**src/shared/dvic_params.svh**
```systemverilog
// constants for the dual vectored interrupt controller
`ifndef DVIC_PARAMS_SVH
`define DVIC_PARAMS_SVH
`define DVIC_NUM_CH        32
`define DVIC_UNIT_CH       16
`define DVIC_MAP_W         4
`define DVIC_IDX_W         5
`define DVIC_PRIMARY_BASE  0
`define DVIC_SECOND_BASE   16
`define DVIC_CH_WATCHDOG   0
`define DVIC_CH_FIRMWARE   1
`define DVIC_CH_TIMER0     4
`define DVIC_CH_USB_HP     8
`define DVIC_CH_DMA        12
`define DVIC_CH_ADC        15
`define DVIC_CH_UART0      16
`define DVIC_CH_TWI0       19
`define DVIC_CH_LVD        23
`define DVIC_CH_RTC        24
`define DVIC_CH_WAKE_ANY   25
`define DVIC_CH_WAKE_GRP   26
`define DVIC_WAKE_PINS     30
`define DVIC_DEF_VECT      32'h0000_0000
`define DVIC_DEF_BC_TAG    32'h0000_0000
`define DVIC_DEF_BC_INSTR  32'h0000_0000
`define DVIC_VEC_LAT       1
`endif

```
**src/shared/dvic_pkg.sv**
```systemverilog
// types shared by the interrupt controller files
package dvic_pkg;
  typedef logic [4:0]  dvic_chan_t;
  typedef logic [31:0] dvic_word_t;
  typedef enum logic [0:0] {
    DVIC_RD_IDLE,
    DVIC_RD_ANSWER
  } dvic_rd_state_t;
endpackage

```
**src/rtl/dvic_sources.sv**
```systemverilog
// maps peripheral and wake-up requests onto the 32 channels
`include "dvic_params.svh"
module dvic_sources (
  input  wire logic        wdt_req,
  input  wire logic        fw_req,
  input  wire logic        dbg_rx,
  input  wire logic        dbg_tx,
  input  wire logic [7:0]  timer_input_capture_flag,
  input  wire logic [7:0]  timer_output_compare_flag,
  input  wire logic [3:0]  timer_overflow,
  input  wire logic        usb_hp,
  input  wire logic        usb_lp,
  input  wire logic        clock_control_unit_irq,
  input  wire logic        mac_irq,
  input  wire logic [7:0]  dma_ch_irq,
  input  wire logic        can_irq,
  input  wire logic [7:0]  motor_control_unit_irq,
  input  wire logic        adc_eoc,
  input  wire logic [14:0] uart_irq,
  input  wire logic [5:0]  twi_irq,
  input  wire logic        sync_serial_port_zero_irq,
  input  wire logic        sync_serial_port_one_irq,
  input  wire logic        low_voltage_detector_warn,
  input  wire logic        rtc_alarm,
  input  wire logic        rtc_tamper,
  input  wire logic        rtc_periodic,
  input  wire logic        usb_resume,
  input  wire logic [29:0] wake_pin,
  input  wire logic [29:0] wake_en,
  input  wire logic [1:0]  spare_irq,
  output logic      [31:0] chan
);
  // pins: [5:0] port3 2-7, [13:6] port5, [21:14] port6, [29:22] port7
  logic [29:0] wake_live;
  logic        rtc_any;
  logic [7:0]  grp0;
  assign wake_live = wake_pin & wake_en;
  assign rtc_any   = rtc_alarm | rtc_tamper | rtc_periodic;
  assign grp0      = {usb_resume, rtc_any, wake_live[5:0]};

  assign chan[`DVIC_CH_WATCHDOG] = wdt_req;
  assign chan[`DVIC_CH_FIRMWARE] = fw_req;
  assign chan[2] = dbg_rx;
  assign chan[3] = dbg_tx;
  genvar t;
  generate
    for (t = 0; t < 4; t++) begin : g_tim
      assign chan[`DVIC_CH_TIMER0 + t] =
        |timer_input_capture_flag[2*t +: 2] |
        |timer_output_compare_flag[2*t +: 2] | timer_overflow[t];
    end
    for (t = 0; t < 3; t++) begin : g_uart
      assign chan[`DVIC_CH_UART0 + t] = |uart_irq[5*t +: 5];
    end
    for (t = 0; t < 2; t++) begin : g_twi
      assign chan[`DVIC_CH_TWI0 + t] = |twi_irq[3*t +: 3];
    end
  endgenerate
  assign chan[`DVIC_CH_USB_HP]     = usb_hp;
  assign chan[`DVIC_CH_USB_HP + 1] = usb_lp;
  assign chan[10] = clock_control_unit_irq;
  assign chan[11] = mac_irq;
  assign chan[`DVIC_CH_DMA] = |dma_ch_irq;
  assign chan[13] = can_irq;
  assign chan[14] = |motor_control_unit_irq;
  assign chan[`DVIC_CH_ADC] = adc_eoc;
  assign chan[21] = sync_serial_port_zero_irq;
  assign chan[22] = sync_serial_port_one_irq;
  assign chan[`DVIC_CH_LVD] = low_voltage_detector_warn;
  assign chan[`DVIC_CH_RTC] = rtc_any;
  assign chan[`DVIC_CH_WAKE_ANY] = |wake_live | rtc_any | usb_resume;
  assign chan[`DVIC_CH_WAKE_GRP]     = |grp0;
  assign chan[`DVIC_CH_WAKE_GRP + 1] = |wake_live[13:6];
  assign chan[`DVIC_CH_WAKE_GRP + 2] = |wake_live[21:14];
  assign chan[`DVIC_CH_WAKE_GRP + 3] = |wake_live[29:22];
  assign chan[31:30] = spare_irq;
endmodule // dvic_sources

```
**src/rtl/dvic_top.sv**
```systemverilog
// dual chained vectored interrupt controller, top level
`include "dvic_params.svh"
module dvic_top (
  input  wire logic        mclk,
  input  wire logic        rst,
  input  wire logic        ce,
  input  wire logic        wdt_req,
  input  wire logic        fw_req,
  input  wire logic        dbg_rx,
  input  wire logic        dbg_tx,
  input  wire logic [7:0]  timer_input_capture_flag,
  input  wire logic [7:0]  timer_output_compare_flag,
  input  wire logic [3:0]  timer_overflow,
  input  wire logic        usb_hp,
  input  wire logic        usb_lp,
  input  wire logic        clock_control_unit_irq,
  input  wire logic        mac_irq,
  input  wire logic [7:0]  dma_ch_irq,
  input  wire logic        can_irq,
  input  wire logic [7:0]  motor_control_unit_irq,
  input  wire logic        adc_eoc,
  input  wire logic [14:0] uart_irq,
  input  wire logic [5:0]  twi_irq,
  input  wire logic        sync_serial_port_zero_irq,
  input  wire logic        sync_serial_port_one_irq,
  input  wire logic        low_voltage_detector_warn,
  input  wire logic        rtc_alarm,
  input  wire logic        rtc_tamper,
  input  wire logic        rtc_periodic,
  input  wire logic        usb_resume,
  input  wire logic [29:0] wake_pin,
  input  wire logic [29:0] wake_en,
  input  wire logic [1:0]  spare_irq,
  input  wire logic [31:0] chan_enable,
  input  wire logic [31:0] chan_force,
  input  wire logic        fiq_enable,
  input  wire logic [4:0]  fiq_channel,
  input  wire logic [63:0] primary_map,
  input  wire logic [63:0] secondary_map,
  input  wire logic        vect_wr,
  input  wire logic [4:0]  vect_wr_idx,
  input  wire logic [31:0] vect_wr_data,
  input  wire logic        vec_rd,
  input  wire logic        bc_load,
  input  wire logic [31:0] bc_tag_in,
  input  wire logic [31:0] bc_instr_in,
  input  wire logic        bc_fetch,
  input  wire logic [31:0] bc_fetch_addr,
  output logic             fast_interrupt_request,
  output logic             irq_out,
  output logic             vec_valid,
  output logic      [31:0] vec_addr,
  output logic      [4:0]  vec_src,
  output logic             vec_none,
  output logic             bc_hit,
  output logic             bc_miss,
  output logic      [31:0] bc_data
);
  // wake pins come from outside the clock domain
  logic [29:0] wake_s1;
  logic [29:0] wake_s2;
  logic [31:0] chan;
  logic [31:0] fiq_mask;
  logic        fiq_raw;
  logic        sec_any;
  logic        sec_valid;
  logic [4:0]  sec_idx;
  logic        pri_any;
  logic        win_valid;
  logic [4:0]  win_idx;
  logic        irq_raw;
  logic        win_valid_q;
  logic [4:0]  win_idx_q;
  logic        bc_valid;
  logic [31:0] bc_tag;
  logic [31:0] bc_instr;
  logic        bc_match;
  logic [31:0] next_vec_addr;
  dvic_pkg::dvic_word_t  vect_table [`DVIC_NUM_CH];
  dvic_pkg::dvic_rd_state_t rd_state;
  dvic_pkg::dvic_rd_state_t next_rd_state;

  always_ff @(posedge mclk or posedge rst) begin
    if (rst) begin
      wake_s1 <= 30'h0;
      wake_s2 <= 30'h0;
    end else if (ce) begin
      wake_s1 <= wake_pin;
      wake_s2 <= wake_s1;
    end
  end

  dvic_sources u_sources (
    .wdt_req                   (wdt_req),
    .fw_req                    (fw_req),
    .dbg_rx                    (dbg_rx),
    .dbg_tx                    (dbg_tx),
    .timer_input_capture_flag  (timer_input_capture_flag),
    .timer_output_compare_flag (timer_output_compare_flag),
    .timer_overflow            (timer_overflow),
    .usb_hp                    (usb_hp),
    .usb_lp                    (usb_lp),
    .clock_control_unit_irq    (clock_control_unit_irq),
    .mac_irq                   (mac_irq),
    .dma_ch_irq                (dma_ch_irq),
    .can_irq                   (can_irq),
    .motor_control_unit_irq    (motor_control_unit_irq),
    .adc_eoc                   (adc_eoc),
    .uart_irq                  (uart_irq),
    .twi_irq                   (twi_irq),
    .sync_serial_port_zero_irq (sync_serial_port_zero_irq),
    .sync_serial_port_one_irq  (sync_serial_port_one_irq),
    .low_voltage_detector_warn (low_voltage_detector_warn),
    .rtc_alarm                 (rtc_alarm),
    .rtc_tamper                (rtc_tamper),
    .rtc_periodic              (rtc_periodic),
    .usb_resume                (usb_resume),
    .wake_pin                  (wake_s2),
    .wake_en                   (wake_en),
    .spare_irq                 (spare_irq),
    .chan                      (chan)
  );

  // selected channel leaves the vectored path for the fast one
  assign fiq_mask = fiq_enable ? (32'h1 << fiq_channel) : 32'h0;
  assign fiq_raw  = |((chan | chan_force) & chan_enable & fiq_mask);

  dvic_unit #(.BASE(`DVIC_SECOND_BASE)) u_secondary_interrupt_unit (
    .src         (chan[31:16]),
    .force_req   (chan_force[31:16]),
    .enable      (chan_enable[31:16]),
    .fiq_mask    (fiq_mask[31:16]),
    .slot_map    (secondary_map),
    .chain_valid (1'b0),
    .chain_idx   (5'h0),
    .own_any     (sec_any),
    .valid       (sec_valid),
    .idx         (sec_idx)
  );

  dvic_unit #(.BASE(`DVIC_PRIMARY_BASE)) u_primary_interrupt_unit (
    .src         (chan[15:0]),
    .force_req   (chan_force[15:0]),
    .enable      (chan_enable[15:0]),
    .fiq_mask    (fiq_mask[15:0]),
    .slot_map    (primary_map),
    .chain_valid (sec_valid),
    .chain_idx   (sec_idx),
    .own_any     (pri_any),
    .valid       (win_valid),
    .idx         (win_idx)
  );

  assign irq_raw = pri_any | sec_any;
  assign bc_match = bc_valid && (bc_fetch_addr == bc_tag);
  assign next_vec_addr = win_valid_q ? vect_table[win_idx_q]
                                     : `DVIC_DEF_VECT;
  assign next_rd_state = (ce && vec_rd) ? dvic_pkg::DVIC_RD_ANSWER
                                        : dvic_pkg::DVIC_RD_IDLE;

  always_ff @(posedge mclk or posedge rst) begin
    if (rst) begin
      fast_interrupt_request <= 1'b0;
      irq_out                <= 1'b0;
      win_valid_q            <= 1'b0;
      win_idx_q              <= 5'h0;
    end else if (ce) begin
      fast_interrupt_request <= fiq_raw;
      irq_out                <= irq_raw & ~fiq_raw;
      win_valid_q            <= win_valid;
      win_idx_q              <= win_idx;
    end
  end

  always_ff @(posedge mclk or posedge rst) begin
    if (rst) begin
      for (int i = 0; i < `DVIC_NUM_CH; i++) begin
        vect_table[i] <= `DVIC_DEF_VECT;
      end
    end else if (ce && vect_wr) begin
      vect_table[vect_wr_idx] <= vect_wr_data;
    end
  end

  always_ff @(posedge mclk or posedge rst) begin
    if (rst) begin
      rd_state  <= dvic_pkg::DVIC_RD_IDLE;
      vec_valid <= 1'b0;
      vec_addr  <= `DVIC_DEF_VECT;
      vec_src   <= 5'h0;
      vec_none  <= 1'b0;
    end else if (ce) begin
      rd_state  <= next_rd_state;
      vec_valid <= vec_rd;
      if (vec_rd) begin
        vec_addr <= next_vec_addr;
        vec_src  <= win_idx_q;
        vec_none <= ~win_valid_q;
      end
    end
  end

  // extra cache entry: vector-read instruction served in one access
  always_ff @(posedge mclk or posedge rst) begin
    if (rst) begin
      bc_valid <= 1'b0;
      bc_tag   <= `DVIC_DEF_BC_TAG;
      bc_instr <= `DVIC_DEF_BC_INSTR;
    end else if (ce && bc_load) begin
      bc_valid <= 1'b1;
      bc_tag   <= bc_tag_in;
      bc_instr <= bc_instr_in;
    end
  end

  always_ff @(posedge mclk or posedge rst) begin
    if (rst) begin
      bc_hit  <= 1'b0;
      bc_miss <= 1'b0;
      bc_data <= 32'h0;
    end else if (ce) begin
      bc_hit  <= bc_fetch & bc_match;
      bc_miss <= bc_fetch & ~bc_match;
      if (bc_fetch && bc_match) begin
        bc_data <= bc_instr;
      end
    end
  end

  property p_fast_masks_vec;
    @(posedge mclk) disable iff (rst)
      fast_interrupt_request |-> !irq_out;
  endproperty
  a_fast_masks_vec: assert property (p_fast_masks_vec)
    else $error("vectored request alongside fast request");

  property p_fast_follows_sel;
    @(posedge mclk) disable iff (rst)
      (ce && fiq_enable && chan_enable[fiq_channel] &&
       chan[fiq_channel]) |=> fast_interrupt_request;
  endproperty
  a_fast_follows_sel: assert property (p_fast_follows_sel)
    else $error("selected channel did not raise fast request");

  property p_vec_or;
    @(posedge mclk) disable iff (rst)
      (ce && !fiq_enable) |=>
        irq_out == $past(|((chan | chan_force) & chan_enable));
  endproperty
  a_vec_or: assert property (p_vec_or)
    else $error("vectored request is not the OR of channels");

  property p_primary_wins;
    @(posedge mclk) disable iff (rst)
      (pri_any && sec_any) |-> win_idx < 5'h10;
  endproperty
  a_primary_wins: assert property (p_primary_wins)
    else $error("secondary unit beat primary unit");

  property p_vec_answer;
    @(posedge mclk) disable iff (rst)
      (ce && vec_rd && win_valid_q) |=>
        vec_valid && !vec_none && vec_src == $past(win_idx_q);
  endproperty
  a_vec_answer: assert property (p_vec_answer)
    else $error("vector read did not return winning source");

  property p_bc_one_access;
    @(posedge mclk) disable iff (rst)
      (ce && bc_fetch && bc_valid && bc_fetch_addr == bc_tag)
        |=> bc_hit && !bc_miss && bc_data == $past(bc_instr);
  endproperty
  a_bc_one_access: assert property (p_bc_one_access)
    else $error("cache entry missed the vector-read fetch");

  property p_force_any;
    @(posedge mclk) disable iff (rst)
      (ce && !fiq_enable && |(chan_force & chan_enable)) |=> irq_out;
  endproperty
  a_force_any: assert property (p_force_any)
    else $error("forced channel raised no vectored request");

  property p_watchdog_top;
    @(posedge mclk) disable iff (rst)
      (wdt_req && chan_enable[0] && !fiq_enable &&
       primary_map[3:0] == 4'h0) |-> win_valid && win_idx == 5'h0;
  endproperty
  a_watchdog_top: assert property (p_watchdog_top)
    else $error("watchdog request did not win slot 0");

  property p_chain_only_idle;
    @(posedge mclk) disable iff (rst)
      (!pri_any && sec_any) |-> win_idx == sec_idx && win_idx >= 5'h10;
  endproperty
  a_chain_only_idle: assert property (p_chain_only_idle)
    else $error("chained secondary winner not passed through");

  property p_bc_cold_miss;
    @(posedge mclk) disable iff (rst)
      (ce && bc_fetch && !bc_valid) |=> bc_miss && !bc_hit;
  endproperty
  a_bc_cold_miss: assert property (p_bc_cold_miss)
    else $error("empty cache entry answered a fetch");

  property p_vec_no_stray;
    @(posedge mclk) disable iff (rst)
      (ce && !vec_rd) |=>
        !vec_valid && rd_state == dvic_pkg::DVIC_RD_IDLE;
  endproperty
  a_vec_no_stray: assert property (p_vec_no_stray)
    else $error("vector answer without a read");
endmodule // dvic_top

```
**src/rtl/dvic_unit.sv**
```systemverilog
// one 16-slot prioritised vectored unit with chain input
`include "dvic_params.svh"
module dvic_unit #(
  parameter int BASE = 0
) (
  input  wire logic [15:0] src,
  input  wire logic [15:0] force_req,
  input  wire logic [15:0] enable,
  input  wire logic [15:0] fiq_mask,
  input  wire logic [63:0] slot_map,
  input  wire logic        chain_valid,
  input  wire logic [4:0]  chain_idx,
  output logic             own_any,
  output logic             valid,
  output logic      [4:0]  idx
);
  localparam logic [4:0] BASE5 = 5'(BASE);
  logic [15:0] live;
  logic [15:0] slot_req;
  logic [3:0]  win_slot;
  logic [3:0]  win_src;

  function automatic logic [3:0] dvic_first(input logic [15:0] v);
    logic [3:0] f;
    f = 4'h0;
    for (int i = 15; i >= 0; i--) begin
      if (v[i]) begin
        f = 4'(i);
      end
    end
    return f;
  endfunction

  assign live = (src | force_req) & enable & ~fiq_mask;
  genvar k;
  generate
    for (k = 0; k < 16; k++) begin : g_slot
      assign slot_req[k] = live[slot_map[4*k +: 4]];
    end
  endgenerate
  assign own_any  = |slot_req;
  assign win_slot = dvic_first(slot_req);
  assign win_src  = slot_map[4*win_slot +: 4];
  assign valid    = own_any | chain_valid;
  assign idx      = own_any ? 5'(BASE5 + {1'b0, win_src}) : chain_idx;
endmodule // dvic_unit

```
**config.mk**
```make
export PLATFORM = sky130hd
export DESIGN_NAME = dvic_top
export DESIGN_NICKNAME = d
export VERILOG_FILES = /design/src/shared/dvic_pkg.sv /design/src/rtl/dvic_sources.sv /design/src/rtl/dvic_top.sv /design/src/rtl/dvic_unit.sv
export VERILOG_INCLUDE_DIRS = /design/src /design/src/shared
export SDC_FILE = /design/constraint.sdc
export NUM_CORES = 2
export LEC_CHECK = 0
export BUFFER_PORTS_ARGS = -buffer_cell sky130_fd_sc_hd__buf_2
export CORE_MARGIN = 1
export CORE_UTILIZATION = 60
export DETAILED_ROUTE_END_ITERATION = 10
export GPL_TIMING_DRIVEN = 1
export PLACE_DENSITY = 0.8
export SETUP_SLACK_MARGIN = 0.05
export SLEW_MARGIN = 20
export SYNTH_ARGS = -nofsm -noshare
export SYNTH_HDL_FRONTEND = slang
export SYNTH_SLANG_ARGS = --single-unit
```
**constraint.sdc**
```tcl
create_clock -name mclk -period 50.4 [get_ports mclk]
set_input_delay 10.08 -clock mclk [delete_from_list [all_inputs] [get_ports mclk]]
set_output_delay 10.08 -clock mclk [all_outputs]
set_load 0.005 [all_outputs]
```
==> results by group <==
Floorplanning
  – Num ports: 549
  – Site Rows: approximately 120
  – Die W: roughly 320 um
  – Starting Density: 60.70%
  – Core ar.: 0.1022 mm^2
  – DIE AREA: 0.1047 mm^2
  – Height of the die: 323.5 um

Setup path
  – Slowest-stage cell, CP: nor2b_1
  – Worst Setup End Kind: flop
  – CP top delay family: compound AO/OA/AOI/OAI gates
  – CP Max Fanout: 19
  – Worst r2r dst: vec_addr[15]$_DFFE_PP0P_
  – Worst EP required: 51000 ps
  – Arrival @ worst endpoint: 15400 ps
  – Critical R2R Launch: win_idx_q[1]$_DFFE_PP0P_
  – Setup slack, reg-to-reg: 45210 ps
  – Critical path class: in2reg
  – R2R cell count: 7
  – Critical path's largest stage delay: ~940 ps
  – WP buf/inv: 1
  – CP cell instances: buf_2 > nor2b_1 > nand2_1 > and3b_1 > a2111oi_4 > o31ai_1 > a2111oi_0 > o311ai_1 > a221o_1 > a21oi_4 > mux4_1 > nor3b_1 > a311oi_1 > a31oi_1
  – Startpoint types: input pin

Drt
  – DRC: 0
  – Routed vias: 41.69k
  – Routed WL: 179000 um
  – DR iter-0 viols: 4135
  – Via density per instance: between 6 and 7
  – Drt pass-1 iters: 6
  – Final ANT Viol Nets: 0
  – Wire length per cell: a little under 30 um

Final layout
  – Fin area: about 0.07 mm^2
  – Number of nets in the layout: about 5.2k
  – Final core utilization: 68.44%
  – P&R area growth vs syn: 12.75%
  – Share of layout cells above drive strength 1: 52.01%

GRT
  – Initial antenna violation count: 33
  – Global-route wire length before repair: about 270000 um
  – Largest net degree at the start of global routing: 191
  – Total gr overflow: 0
  – GRT Overall Usage: between 30% and 40%
  – Vias in the first global route: about 43k

Timing
  – Hold WS: ~480 ps
  – RSZ-0062 raised after global routing: false
  – Final hold vios: 0
  – Clock Skews: 23.19 ps
  – Final max-slew violation count: 0
  – Final worst path period share: between 20 and 30%
  – F_max: 67.60 MHz
  – Final TNS setup: 0 ps
  – Post-layout min period: 14790 ps
  – Worst slew pin tran: 1269 ps
  – Slew margin rel.: about 14%
  – Setup violators final: 0

Synth
  – Warnings, synthesis: 0
  – Seq/Total Area, Yosys: 49.62%
  – Post-synthesis net count: 4805
  – Async S/R FF share, synth: 100.0%
  – Synth cell types: 108
  – Synthesized instance count: between 4k and 5k
  – #FFs+latches synth: 1230
  – Syn avg cell area: 14.32 um^2
  – Post-Synthesis Cell Area: roughly 0.062 mm^2
  – Synth Flop Type: dfrtp_1
  – Post-synth EDFFs: 0

Placed design
  – Final Wtd Congestion: 0.9867
  – PortBufs: 548
  – Placed cell area: 0.06574 mm^2
  – HPWL after detailed placement: 113400 um

CTS
  – CTS max path bufs: 3
  – Htree depth: 3
  – Post-CTS setup repair buffer count: 0
  – Num CTS Buffers: 121
  – # clock sinks: around 1.2k
  – Clk_lat worst skew: 730 ps
  – Root buffer cell: clkbuf_16
  – Cts repair resizes: 0
  – Hold-fix buffers, CTS: 0
  – Clk slew on worst S/H paths: about 70 ps
  – CTS tree: done

Power and ir drop
  – Seq pwr share: approximately 46%
  – Static leakage: roughly 32 nW
  – Clk network pwr share: 34.9%
  – Pint: 1.942 mW
  – Sw Share: between 20% and 30%
  – PD cells: 37.96 mW/mm^2
  – Combinational Power Share: around a fifth
  – VDD IR max: 0.02918 mV
  – Psw: ~0.7 mW

Hold path
  – WHS Path Cells: 2
  – Min-Delay Endpoint: vec_addr[8]$_DFFE_PP0P_
  – Hold Crit Start: vec_addr[8]$_DFFE_PP0P_
  – Hold crit path type: reg2reg

Status
  – Status: finished, final reports clean

Flow run
  – Max-cap violations: 0
## worst reg2reg max path, delay by kind of cell (launching register included)
family                 cells  cell delay, ps
flip-flops                 1             990
buffers and inverters      3            2460
AO/OA/AOI/OAI              1             120
multiplexers               3            1450
## area by class of cell
class | instances | area [um^2]
fill | 6923 | 32250
sequential | 1230 | 30800
multi-input combinational | 2671 | 29730
clock buffer | 186 | 3643
timing repair buffer | 622 | 3391
tap | 1368 | 1712
clock inverter | 34 | 442.9
inverter | 39 | 153.9
antenna | 28 | 70.07
## flip-flops by register name, summed over array words and instances, names as in the netlist, 5 cells and up
register and count:
bc_data 32, bc_instr 32, bc_tag 32, vec_addr 32, vec_src 5, vect_table 1024, wake_s1 30, wake_s2 30
win_idx_q 5
## cells in the mapped netlist (7+ instances only)
| cell | number | area share [%] |
|---|---|---|
| a22oi_1 | 22 | 0.27 |
| mux2_2 | 1195 | 22 |
| a2111oi_0 | 8 | 0.11 |
| buf_1 | 93 | 0.56 |
| o31a_1 | 9 | 0.13 |
| a31oi_1 | 12 | 0.12 |
| xor2_1 | 7 | 0.099 |
| nor2b_1 | 15 | 0.15 |
| dfrtp_1 | 1230 | 50 |
| a211oi_1 | 32 | 0.39 |
| a221oi_1 | 11 | 0.16 |
| clkbuf_1 | 268 | 1.6 |
| o32ai_1 | 8 | 0.11 |
| buf_2 | 17 | 0.14 |
| mux2i_1 | 100 | 1.6 |
| o211ai_1 | 21 | 0.25 |
| o31ai_1 | 10 | 0.12 |
| o221ai_1 | 9 | 0.13 |
| xnor2_1 | 28 | 0.40 |
| or3_1 | 9 | 0.091 |
| a32oi_1 | 10 | 0.14 |
| nand2b_1 | 20 | 0.20 |
| nand4_1 | 21 | 0.21 |
| a21oi_1 | 79 | 0.64 |
| inv_1 | 39 | 0.24 |
| nor2_1 | 90 | 0.54 |
| a311oi_1 | 10 | 0.14 |
| mux4_2 | 390 | 14 |
| a21o_1 | 14 | 0.17 |
| nand2_1 | 151 | 0.91 |
| or2_2 | 10 | 0.10 |
| nand3_1 | 41 | 0.33 |
| and2_1 | 8 | 0.081 |
| nor3_1 | 28 | 0.23 |
| o21ai_0 | 89 | 0.72 |
| nor3b_1 | 13 | 0.16 |
| nor4_1 | 8 | 0.081 |
| buf_4 | 7 | 0.085 |
| o2111ai_1 | 13 | 0.18 |
| nand3b_1 | 9 | 0.11 |
| o22ai_1 | 15 | 0.15 |
| or4_1 | 10 | 0.12 |
## kinds of logic after synthesis
| kind of cell | share of synthesized area, % |
|---|---|
| mux | 37.70 |
| flops | 49.62 |
| simple gates | 4.036 |
| compound gates | 5.416 |
| buf+inv | 2.731 |
| xor+xnor | 0.4942 |
## how the worst max path moves through the flow
stage	from	end	slack, ps	depth (start not counted)
after floorplan	rst	bc_data[0]$_DFFE_PP0P_	5660	1
after detailed placement	fiq_channel[0]	win_idx_q[2]$_DFFE_PP0P_	34930	14
after CTS	fiq_channel[0]	win_idx_q[2]$_DFFE_PP0P_	35720	14
after global routing	fiq_channel[0]	win_idx_q[2]$_DFFE_PP0P_	35360	14
final	fiq_channel[2]	win_idx_q[2]$_DFFE_PP0P_	35610	14
after global placement	fiq_channel[0]	win_idx_q[2]$_DFFE_PP0P_	35000	14
## cell usage in the layout, fill, tap and decap left out, types with 11 or more instances in the layout
| cell type | count |
|---|---|
| nand2_1 | 133 |
| nor2b_1 | 15 |
| o22ai_1 | 15 |
| o211ai_1 | 21 |
| mux4_2 | 390 |
| clkbuf_16 | 122 |
| nand2b_1 | 20 |
| a221oi_1 | 11 |
| o2111ai_1 | 13 |
| clkinv_2 | 15 |
| dfrtp_1 | 1225 |
| nor3_1 | 28 |
| buf_4 | 67 |
| mux2i_1 | 100 |
| nand2_2 | 19 |
| a21o_1 | 14 |
| a31oi_1 | 12 |
| a22oi_1 | 22 |
| clkbuf_8 | 35 |
| mux2_2 | 1195 |
| a211oi_1 | 32 |
| buf_2 | 547 |
| nor3b_1 | 13 |
| nand4_1 | 21 |
| inv_1 | 38 |
| o21ai_0 | 89 |
| nor2_1 | 73 |
| a21oi_1 | 79 |
| diode_2 | 28 |
| xnor2_1 | 28 |
| nand3_1 | 40 |
| nor2_4 | 17 |
| clkbuf_1 | 29 |
## stage by stage
step / power, mW / cells / setup slack, ps
after global routing: 2.755 / 6171 / 35360
after CTS: 2.661 / 6149 / 35720
after floorplan: 1.585 / 4331 / 5663
after detailed placement: 1.736 / 5929 / 34930
after global placement: 1.715 / 5929 / 35000
final: 2.655 / 6178 / 35610
## power by group through the flow
stage	logic, mW	registers, mW	clock network [mW]
6_report	0.520	1.21	0.926
5_1_grt	0.558	1.22	0.975
4_1_cts	0.520	1.21	0.935
3_5_place_dp	0.516	1.22	0
3_3_place_gp	0.503	1.21	0
2_1_floorplan	0.398	1.19	0
## routing by layer
layer,global-route usage (%),share of wire (%),up-vias
met5,0,0.087,-
met4,17.15,5.1,22
met3,6.762,7.9,494
met2,54.36,48,1959
met1,46.32,39,21960
li1,-,-,17250
(Power assumes the default switching activity.)
